[src/design/char_port_pkg.sv]
package char_port_pkg;

	// Clock rate and memory geometry
	localparam int          CLK_MHZ         = 20;
	localparam int          DISP_DEPTH      = 128;
	localparam int          DISP_AW         = 7;
	localparam int          GLYPH_DEPTH     = 64;
	localparam int          GLYPH_AW        = 6;
	localparam int          BUS_W           = 8;

	// Synchroniser bit positions for the pin bundle
	localparam int          PIN_SEL         = 10;
	localparam int          PIN_RNW         = 9;
	localparam int          PIN_EN          = 8;
	localparam int          PIN_W           = 11;

	// Instruction decode: the highest set bit picks the instruction
	localparam int          OP_DISP_ADDR    = 7;
	localparam int          OP_GLYPH_ADDR   = 6;
	localparam int          OP_FUNC_SET     = 5;
	localparam int          OP_SHIFT        = 4;
	localparam int          OP_DISP_CTRL    = 3;
	localparam int          OP_ENTRY        = 2;
	localparam int          OP_HOME         = 1;
	localparam int          OP_CLEAR        = 0;
	localparam int          FLD_TWO_LINE    = 3;
	localparam int          FLD_SHIFT_DISP  = 3;
	localparam int          FLD_SHIFT_RIGHT = 2;
	localparam int          FLD_ENTRY_INC   = 1;
	localparam int          FLD_ENTRY_SHIFT = 0;

	// Reset values and fill code
	localparam logic [7:0]  SPACE_CODE      = 8'h20;
	localparam logic [6:0]  ADDR_RST        = 7'h00;
	localparam logic [6:0]  ADDR_LAST       = 7'h7F;
	localparam logic [6:0]  SHIFT_RST       = 7'h00;
	localparam logic        INC_RST         = 1'b1;

	// Internal operation times and their cycle counts
	localparam int          SHORT_BUSY_NS   = 2000;
	localparam int          LONG_BUSY_NS    = 1520000;
	localparam int          SHORT_BUSY_CYC  = (SHORT_BUSY_NS * CLK_MHZ + 999) / 1000;
	localparam int          LONG_BUSY_CYC   = (LONG_BUSY_NS * CLK_MHZ + 999) / 1000;
	localparam int          CNT_W           = 16;

	// Controller sequencing
	typedef enum logic [1:0] {
		ST_IDLE  = 2'b00,
		ST_BUSY  = 2'b01,
		ST_CLEAR = 2'b10
	} ctl_state_t;

endpackage : char_port_pkg

[src/design/byte_store.sv]
`timescale 1ns/10ps
`default_nettype none

// Flip-flop byte array: one write port, two registered read ports
module byte_store #(
	parameter int DEPTH = 128,
	parameter int AW    = 7
) (
	// Clock
	input  wire logic          clk,
	// Write port
	input  wire logic          wr_en,
	input  wire logic [AW-1:0] wr_addr,
	input  wire logic [7:0]    wr_data,
	// Read port a
	input  wire logic [AW-1:0] rd_a_addr,
	output var  logic [7:0]    rd_a_q,
	// Read port b
	input  wire logic [AW-1:0] rd_b_addr,
	output var  logic [7:0]    rd_b_q
);

	logic [7:0] mem_q [DEPTH];   // Storage, no reset: contents undefined until written

	// Both read ports register on every edge; storage only on edges with wr_en high
	always_ff @(posedge clk) begin
		if (wr_en) begin
			mem_q[wr_addr] <= wr_data;
		end
		rd_a_q <= mem_q[rd_a_addr];
		rd_b_q <= mem_q[rd_b_addr];
	end

endmodule : byte_store
`default_nettype wire

[src/design/char_display_host_port.sv]
`timescale 1ns/10ps
`default_nettype none

// How it works
// - Select low targets instruction, high targets data
// - Select low, write: byte becomes an instruction
// - Select low, read: busy on bit7, address below
// - Data write stores byte at current address
// - Data read loads memory byte for the host
// - Only the host port writes instructions
// - Data register holds each byte the host reads or writes
// - Busy holds one and refuses further instructions
// - Busy clears when the operation finishes
// - Address instruction loads counter, picks memory
// - Each data access steps address by one
// - Display memory is 128 bytes, seven-bit address
// - One-line positions map to addresses 00..7F
// - Shifts offset positions, right wraps to 7F
// - Two-line mode uses 00..3F and 40..7F
module char_display_host_port
	import char_port_pkg::*;
#(
	parameter logic [CNT_W-1:0] SHORT_CYC = CNT_W'(SHORT_BUSY_CYC),
	parameter logic [CNT_W-1:0] LONG_CYC  = CNT_W'(LONG_BUSY_CYC)
) (
	// Clock and reset
	input  wire logic                clk,
	input  wire logic                sys_rst,
	// Host port pins
	input  wire logic                register_select,
	input  wire logic                read_not_write,
	input  wire logic                enable,
	input  wire logic [BUS_W-1:0]    data_bus_in,
	output var  logic [BUS_W-1:0]    data_bus_out_q,
	output var  logic                data_bus_oe_q,
	// State shown to the panel side
	output var  logic                busy_flag_q,
	output var  logic                two_line_q,
	// Display scan port
	input  wire logic [DISP_AW-1:0]  scan_pos,
	output var  logic [7:0]          scan_code_q,
	// Glyph scan port
	input  wire logic [GLYPH_AW-1:0] glyph_scan_addr,
	output var  logic [7:0]          glyph_row_q
);

	// Pin synchroniser; only the second stage is ever read
	logic [PIN_W-1:0]   pin_meta_q;
	logic [PIN_W-1:0]   pin_sync_q;
	logic               en_prev_q;        // Previous synced enable, for edges
	// Controller state
	ctl_state_t         state_q, state_d;
	logic [CNT_W-1:0]   cnt_q, cnt_d;     // Remaining busy cycles
	logic [DISP_AW-1:0] addr_q, addr_d;   // address_counter
	logic               glyph_q, glyph_d; // Counter points into glyph memory
	logic               inc_q, inc_d;     // Step direction after access
	logic               eshift_q, eshift_d; // Shift display on each data write to display memory
	logic               two_line_d;
	logic [DISP_AW-1:0] shift_q, shift_d; // Display shift offset
	logic [7:0]         data_q, data_d;   // data_register
	logic [7:0]         instr_q, instr_d; // instruction_register
	logic [DISP_AW-1:0] clr_idx_q, clr_idx_d;
	logic [BUS_W-1:0]   dout_d;
	logic               doe_d;
	// Memory ports
	logic               disp_we, glyph_we;
	logic [DISP_AW-1:0] disp_wa;
	logic [7:0]         mem_wd;
	logic [7:0]         disp_host_rd, glyph_host_rd;
	logic [DISP_AW-1:0] scan_addr;
	// Decoded pins
	logic sel_s, rnw_s, en_s, en_rise, en_fall, idle;
	logic [BUS_W-1:0] bus_s;
	assign sel_s   = pin_sync_q[PIN_SEL];
	assign rnw_s   = pin_sync_q[PIN_RNW];
	assign en_s    = pin_sync_q[PIN_EN];
	assign bus_s   = pin_sync_q[BUS_W-1:0];
	assign en_rise = en_s & ~en_prev_q;
	assign en_fall = ~en_s & en_prev_q;
	assign idle    = (state_q == ST_IDLE);
	// Next address after an access; glyph addresses wrap within six bits
	function automatic logic [DISP_AW-1:0] step_addr(input logic [DISP_AW-1:0] a,
		input logic up, input logic in_glyph);
		logic [DISP_AW-1:0] n;
		n = up ? DISP_AW'(a + 7'h01) : DISP_AW'(a - 7'h01);
		return in_glyph ? {1'b0, n[GLYPH_AW-1:0]} : n;
	endfunction : step_addr
	// Pins arrive from another domain, so two flops before any use
	always_ff @(posedge clk) begin
		if (sys_rst) begin
			pin_meta_q <= '0;
			pin_sync_q <= '0;
			en_prev_q  <= 1'b0;
		end else begin
			pin_meta_q <= {register_select, read_not_write, enable, data_bus_in};
			pin_sync_q <= pin_meta_q;
			en_prev_q  <= pin_sync_q[PIN_EN];
		end
	end

	// Controller next state: accesses complete on the enable falling edge
	always_comb begin
		state_d    = state_q;
		cnt_d      = cnt_q;
		addr_d     = addr_q;
		glyph_d    = glyph_q;
		inc_d      = inc_q;
		eshift_d   = eshift_q;
		two_line_d = two_line_q;
		shift_d    = shift_q;
		data_d     = data_q;
		instr_d    = instr_q;
		clr_idx_d  = clr_idx_q;
		disp_we    = 1'b0;
		glyph_we   = 1'b0;
		disp_wa    = addr_q;
		mem_wd     = bus_s;
		case (state_q)
			ST_IDLE: begin
				if (en_rise && sel_s && rnw_s) begin
					// Stage the byte at the counter for the host to read
					data_d = glyph_q ? glyph_host_rd : disp_host_rd;
				end
				if (en_fall && !rnw_s && !sel_s) begin
					// Instruction write, only from the host pins
					instr_d = bus_s;
					state_d = ST_BUSY;
					cnt_d   = SHORT_CYC;
					if (bus_s[OP_DISP_ADDR]) begin
						addr_d  = bus_s[DISP_AW-1:0];
						glyph_d = 1'b0;
					end else if (bus_s[OP_GLYPH_ADDR]) begin
						addr_d  = {1'b0, bus_s[GLYPH_AW-1:0]};
						glyph_d = 1'b1;
					end else if (bus_s[OP_FUNC_SET]) begin
						two_line_d = bus_s[FLD_TWO_LINE];
					end else if (bus_s[OP_SHIFT]) begin
						if (bus_s[FLD_SHIFT_DISP]) begin
							// Right lowers the offset, wrapping 00 to 7F
							shift_d = bus_s[FLD_SHIFT_RIGHT] ? DISP_AW'(shift_q - 7'h01)
							                                 : DISP_AW'(shift_q + 7'h01);
						end else begin
							addr_d = step_addr(addr_q, !bus_s[FLD_SHIFT_RIGHT], glyph_q);
						end
					end else if (bus_s[OP_DISP_CTRL]) begin
						// Display on/off and cursor live in the panel driver
						cnt_d = SHORT_CYC;
					end else if (bus_s[OP_ENTRY]) begin
						inc_d    = bus_s[FLD_ENTRY_INC];
						eshift_d = bus_s[FLD_ENTRY_SHIFT];
					end else if (bus_s[OP_HOME]) begin
						addr_d  = ADDR_RST;
						glyph_d = 1'b0;
						shift_d = SHIFT_RST;
						cnt_d   = LONG_CYC;
					end else if (bus_s[OP_CLEAR]) begin
						// Fill walks every display byte, one per cycle
						addr_d    = ADDR_RST;
						glyph_d   = 1'b0;
						inc_d     = INC_RST;
						shift_d   = SHIFT_RST;
						clr_idx_d = ADDR_RST;
						state_d   = ST_CLEAR;
					end
				end else if (en_fall && !rnw_s && sel_s) begin
					// Data write loads the data register and memory from the bus in the same cycle
					data_d   = bus_s;
					disp_we  = !glyph_q;
					glyph_we = glyph_q;
					addr_d   = step_addr(addr_q, inc_q, glyph_q);
					if (eshift_q && !glyph_q) begin
						shift_d = inc_q ? DISP_AW'(shift_q + 7'h01) : DISP_AW'(shift_q - 7'h01);
					end
					state_d = ST_BUSY;
					cnt_d   = SHORT_CYC;
				end else if (en_fall && rnw_s && sel_s) begin
					// Read completes: counter moves on for the next one
					addr_d  = step_addr(addr_q, inc_q, glyph_q);
					state_d = ST_BUSY;
					cnt_d   = SHORT_CYC;
				end
			end
			ST_BUSY: begin
				// Writes in this state are dropped; status reads still work
				if (cnt_q <= CNT_W'(1)) begin
					state_d = ST_IDLE;
				end else begin
					cnt_d = CNT_W'(cnt_q - 16'h0001);
				end
			end
			ST_CLEAR: begin
				disp_we   = 1'b1;
				disp_wa   = clr_idx_q;
				mem_wd    = SPACE_CODE;
				clr_idx_d = DISP_AW'(clr_idx_q + 7'h01);
				if (clr_idx_q == ADDR_LAST) begin
					state_d = ST_BUSY;
					cnt_d   = LONG_CYC;
				end
			end
			default: begin
				state_d = ST_IDLE;
			end
		endcase
	end

	// Controller registers
	always_ff @(posedge clk) begin
		if (sys_rst) begin
			state_q    <= ST_IDLE;
			cnt_q      <= '0;
			addr_q     <= ADDR_RST;
			glyph_q    <= 1'b0;
			inc_q      <= INC_RST;
			eshift_q   <= 1'b0;
			two_line_q <= 1'b0;
			shift_q    <= SHIFT_RST;
			data_q     <= 8'h00;
			instr_q    <= 8'h00;
			clr_idx_q  <= ADDR_RST;
			busy_flag_q <= 1'b0;
		end else begin
			state_q    <= state_d;
			cnt_q      <= cnt_d;
			addr_q     <= addr_d;
			glyph_q    <= glyph_d;
			inc_q      <= inc_d;
			eshift_q   <= eshift_d;
			two_line_q <= two_line_d;
			shift_q    <= shift_d;
			data_q     <= data_d;
			instr_q    <= instr_d;
			clr_idx_q  <= clr_idx_d;
			busy_flag_q <= (state_d != ST_IDLE);
		end
	end

	// Bus driver: the pin lags three cycles behind enable, a trade for safe sampling
	always_comb begin
		doe_d = en_s && rnw_s;
		if (sel_s) begin
			dout_d = (en_rise && idle) ? (glyph_q ? glyph_host_rd : disp_host_rd) : data_q;
		end else begin
			dout_d = {busy_flag_q, addr_q};
		end
	end

	// Bus driver registers
	always_ff @(posedge clk) begin
		if (sys_rst) begin
			data_bus_out_q <= 8'h00;
			data_bus_oe_q  <= 1'b0;
		end else begin
			data_bus_out_q <= dout_d;
			data_bus_oe_q  <= doe_d;
		end
	end

	// Position to address: two-line keeps the line bit, shift wraps in 64
	always_comb begin
		if (two_line_q) begin
			scan_addr = {scan_pos[DISP_AW-1],
			             GLYPH_AW'(scan_pos[GLYPH_AW-1:0] + shift_q[GLYPH_AW-1:0])};
		end else begin
			scan_addr = DISP_AW'(scan_pos + shift_q);
		end
	end

	// Display memory: 128 character codes on a seven-bit address
	byte_store #(.DEPTH(DISP_DEPTH), .AW(DISP_AW)) u_disp (
		.clk       (clk),
		.wr_en     (disp_we),
		.wr_addr   (disp_wa),
		.wr_data   (mem_wd),
		.rd_a_addr (addr_q),
		.rd_a_q    (disp_host_rd),
		.rd_b_addr (scan_addr),
		.rd_b_q    (scan_code_q)
	);

	// Glyph memory: user patterns, six-bit address
	byte_store #(.DEPTH(GLYPH_DEPTH), .AW(GLYPH_AW)) u_glyph (
		.clk       (clk),
		.wr_en     (glyph_we),
		.wr_addr   (addr_q[GLYPH_AW-1:0]),
		.wr_data   (mem_wd),
		.rd_a_addr (addr_q[GLYPH_AW-1:0]),
		.rd_a_q    (glyph_host_rd),
		.rd_b_addr (glyph_scan_addr),
		.rd_b_q    (glyph_row_q)
	);
endmodule : char_display_host_port
`default_nettype wire

[config.mk]
export PLATFORM = sky130hd
export DESIGN_NAME = char_display_host_port
export DESIGN_NICKNAME = d
export VERILOG_FILES = /design/src/design/char_port_pkg.sv /design/src/design/byte_store.sv /design/src/design/char_display_host_port.sv
export SDC_FILE = /design/constraint.sdc
export NUM_CORES = 2
export LEC_CHECK = 0
export BUFFER_PORTS_ARGS = -buffer_cell sky130_fd_sc_hd__buf_2
export CAP_MARGIN = 20
export CORE_MARGIN = 4
export CORE_UTILIZATION = 45
export CTS_CLUSTER_SIZE = 25
export DETAILED_ROUTE_END_ITERATION = 12
export GPL_TIMING_DRIVEN = 1
export PLACE_DENSITY_LB_ADDON = 0.08
export SLEW_MARGIN = 20
export SYNTH_ARGS = -nofsm -noshare
export SYNTH_HDL_FRONTEND = slang
export SYNTH_SLANG_ARGS = --single-unit
[constraint.sdc]
create_clock -name clk -period 15.1 [get_ports clk]
set_input_delay 3.02 -clock clk [delete_from_list [all_inputs] [get_ports clk]]
set_output_delay 3.02 -clock clk [all_outputs]
set_load 0.01 [all_outputs]
==> impl_metrics.ini <==
[timing]
fmax_mhz = 137
setup_viol = 0
finalSetupTns_ps = 0
whs_ps = 440
hold_viol_final = 0
final.period_utilization_pct = 48.2
slew_viol_final = 0
tightest_slew_ps = 1260
rsz0062_at_grt = no
slew_headroom_pct = 15.3
clock_skew_ps = 36.2
layout_min_cycle_time_ps = 7270

[routing]
via_per_inst = 6.97
drt_pass1_iterations = 6
routed_wl_um = 296000
ant_nets = 0
drc = 0
drt_iter0_drc = 8100
vias = 55600
wl_per_cell_um = 37.1

[logic_synthesis]
seq_area_frac_synth_pct = 60.8
avgSynthCellArea_um2 = 14.2
ys.flop_type = edfxtp_1
synth-edff-count = 1536
synth_warnings = 0
synth_nets = 5650
synthDistinctLibCells = 83
synthCells = 5606
synthArstFlopShare_pct = 0
netlist_area_um2 = 79700
synth_seq_cells = 1652

[layout]
postLayoutCoreUtil_pct = 49.9
instances_no_fill = 7967
syn2layout_area_growth_pct = 10.3
drive_above_1_share_pct = 16.2
layout_common_cells = edfxtp_1, nor2b_1, a2111oi_0
nNetsFinal = 5516
final_common_cell = edfxtp_1
nFillCells = 14900

[floorplan]
start_util_pct = 45.2
dieWidth_um = 429
core.rowCount = 154
coreArea_um2 = 176000
io_pins = 53
die_height_um = 429
die_area_um2 = 184000

[place]
post-dp-hpwl_um = 179000
portBuffers = 52
dp.cells = 7624
gp_congestion = 0.890

[grt]
track_usage_pct = 31.2
antenna_found_initial = 18
grt_max_degree = 235
grt-ovfl-total = 0
grt_pass1_vias = 52900
grt_pass1_wl_um = 411000

[worst_setup_path]
crit_path_max_incr_delay_ps = 1050
r2r_start = addr_q[1]
path_class = input pin to register
cp.arrival_ps = 8040
worstPathRequired_ps = 15870
reg2reg_depth = 11
crit_slowest_cell = fa_4
critPathLaunchType = input pin
crit_path_frequent_cell = mux2i_1
crit_fanout = 67
r2r-end = u_disp.rd_a_q[5]
reg2reg_slack_ps = 9480
crit_chain = buf_2 -> ha_4 -> inv_1 -> fa_4 -> buf_4 -> buf_4 -> buf_4 -> a2111oi_0 -> nor4_1 -> mux2i_1 -> mux2i_1 -> mux2i_1 -> mux2i_1
cp-end-kind = register

[power_and_ir_drop]
p_leak_nw = 27.0
powerDensity_nw_per_um2 = 115
vdd_drop_max_uv = 87.6

[job]
max_cap_violations = 0

[hold_path]
whs_path_depth = 1
worstHoldStart = pin_meta_q[10]
min_path_type = register to register
min_to = pin_sync_q[10]

[clock_network]
cts.sinks = 1652
cts_tree = done
clk-insertion-delay-late_ps = 840
cts.clk_slew.worst_paths_ps = 60
cts_max_path_buffers = 3
cts_setup_buffers = 0
cts_buffers = 181
root_buffer = clkbuf_16
postCtsResizedCells = 0
htree_levels = 4
cts_hold_buffers = 0

[run_status]
status = completed
## how the worst max path moves through the flow
stage | cells past startpoint | slack (ps) | start | endpoint
final | 13 | 7830 | scan_pos[0] | u_disp.rd_b_q[7]
after global routing | 13 | 7790 | scan_pos[0] | u_disp.rd_b_q[7]
after CTS | 13 | 8050 | scan_pos[0] | u_disp.rd_b_q[3]
after detailed placement | 13 | 7170 | scan_pos[0] | u_disp.rd_b_q[3]
after global placement | 13 | 7180 | scan_pos[0] | u_disp.rd_b_q[7]
after floorplan | 6 | 8140 | state_q[0] | u_disp.mem_q[0][4]
## report_power, final
group	internal (W)	total, W	switching [W]
Clock	0.00241	0.00425	0.00184
Sequential	0.00500	0.00503	0.0000241
Combinational	0.000245	0.000822	0.000577
## cells by family (layout without fill, tap and decap cells)
logic type,after synthesis,count (layout),synth area share (%)
AOI/OAI and AO/OA,1250,1250,12.1
xor gates and xnor gates,30,30,0.349
other,0,12,0
adders and majority gates,18,18,0.292
DFF,1652,1652,60.8
and+or+nand+nor,1329,1329,8.80
muxes,782,782,14.6
buffers and inverters,545,554,3.03
## registers in the layout, indices dropped and copies added (netlist names)
signal	flops
u_disp.mem_q	1024
u_disp.rd_a_q	8
pin_sync_q	11
shift_q	7
data_bus_oe_q	1
u_disp.rd_b_q	8
busy_flag_q	1
two_line_q	1
glyph_q	1
addr_q	7
eshift_q	1
u_glyph.rd_b_q	8
u_glyph.mem_q	512
en_prev_q	1
state_q	2
inc_q	1
data_q	8
u_glyph.rd_a_q	8
cnt_q	16
data_bus_out_q	8
clr_idx_q	7
pin_meta_q	11
## per-stage QoR
stage               area [um2]  worst slack [ps]  total power [W]
floorplan                79700              8140          0.00561
global placement         82100              7180          0.00593
detailed placement       82100              7170          0.00593
CTS                      87700              8050           0.0101
global route             87800              7790           0.0104
finish                   87900              7830           0.0101
## worst max-delay path, delay by kind of cell
| family | cells | cell delay (ps) |
|---|---|---|
| AND/OR/NAND/NOR | 1 | 450 |
| adder cells (fa/ha/maj) | 2 | 1180 |
| AO/OA/AOI/OAI | 1 | 120 |
| buffers and inverters | 5 | 2240 |
| multiplexers | 4 | 850 |
## cell type report
class	count	area (um2)	share of cell area (%)
multi-input cells	3409	29100	33.2
clock inverters	82	536	0.610
flip-flops and latches	1652	48500	55.2
well taps	2340	2930	3.33
clock buffers	244	5020	5.71
inverters	23	104	0.118
repair buffers	205	1640	1.87
diodes	12	30.0	0.0342
## metal layers
layer  wire [um]  vias up  track usage [%]
li1            -    22700                -
met1      119000    28600             43.1
met2      131000     3505             46.4
met3       32000      690             8.12
met4       14100       14             13.8
met5         161        -            0.338
## cells in the mapped netlist, types with 84 or more instances
master	count	share of area [%]
nor2b_1	497	3.9
buf_2	132	0.83
a21oi_1	125	0.79
nand2_1	118	0.56
nor2_1	384	1.8
edfxtp_1	1536	58
a2111oi_0	450	4.9
a221oi_1	212	2.3
nand3_1	84	0.53
clkbuf_1	317	1.5
dfxtp_1	116	2.9
o21ai_0	113	0.71
nor4_1	119	0.93
mux2i_1	399	5.0
mux4_2	296	8.4
mux2_2	87	1.2
o22ai_1	103	0.81
Note: power is estimated with default switching activity, not from simulation.
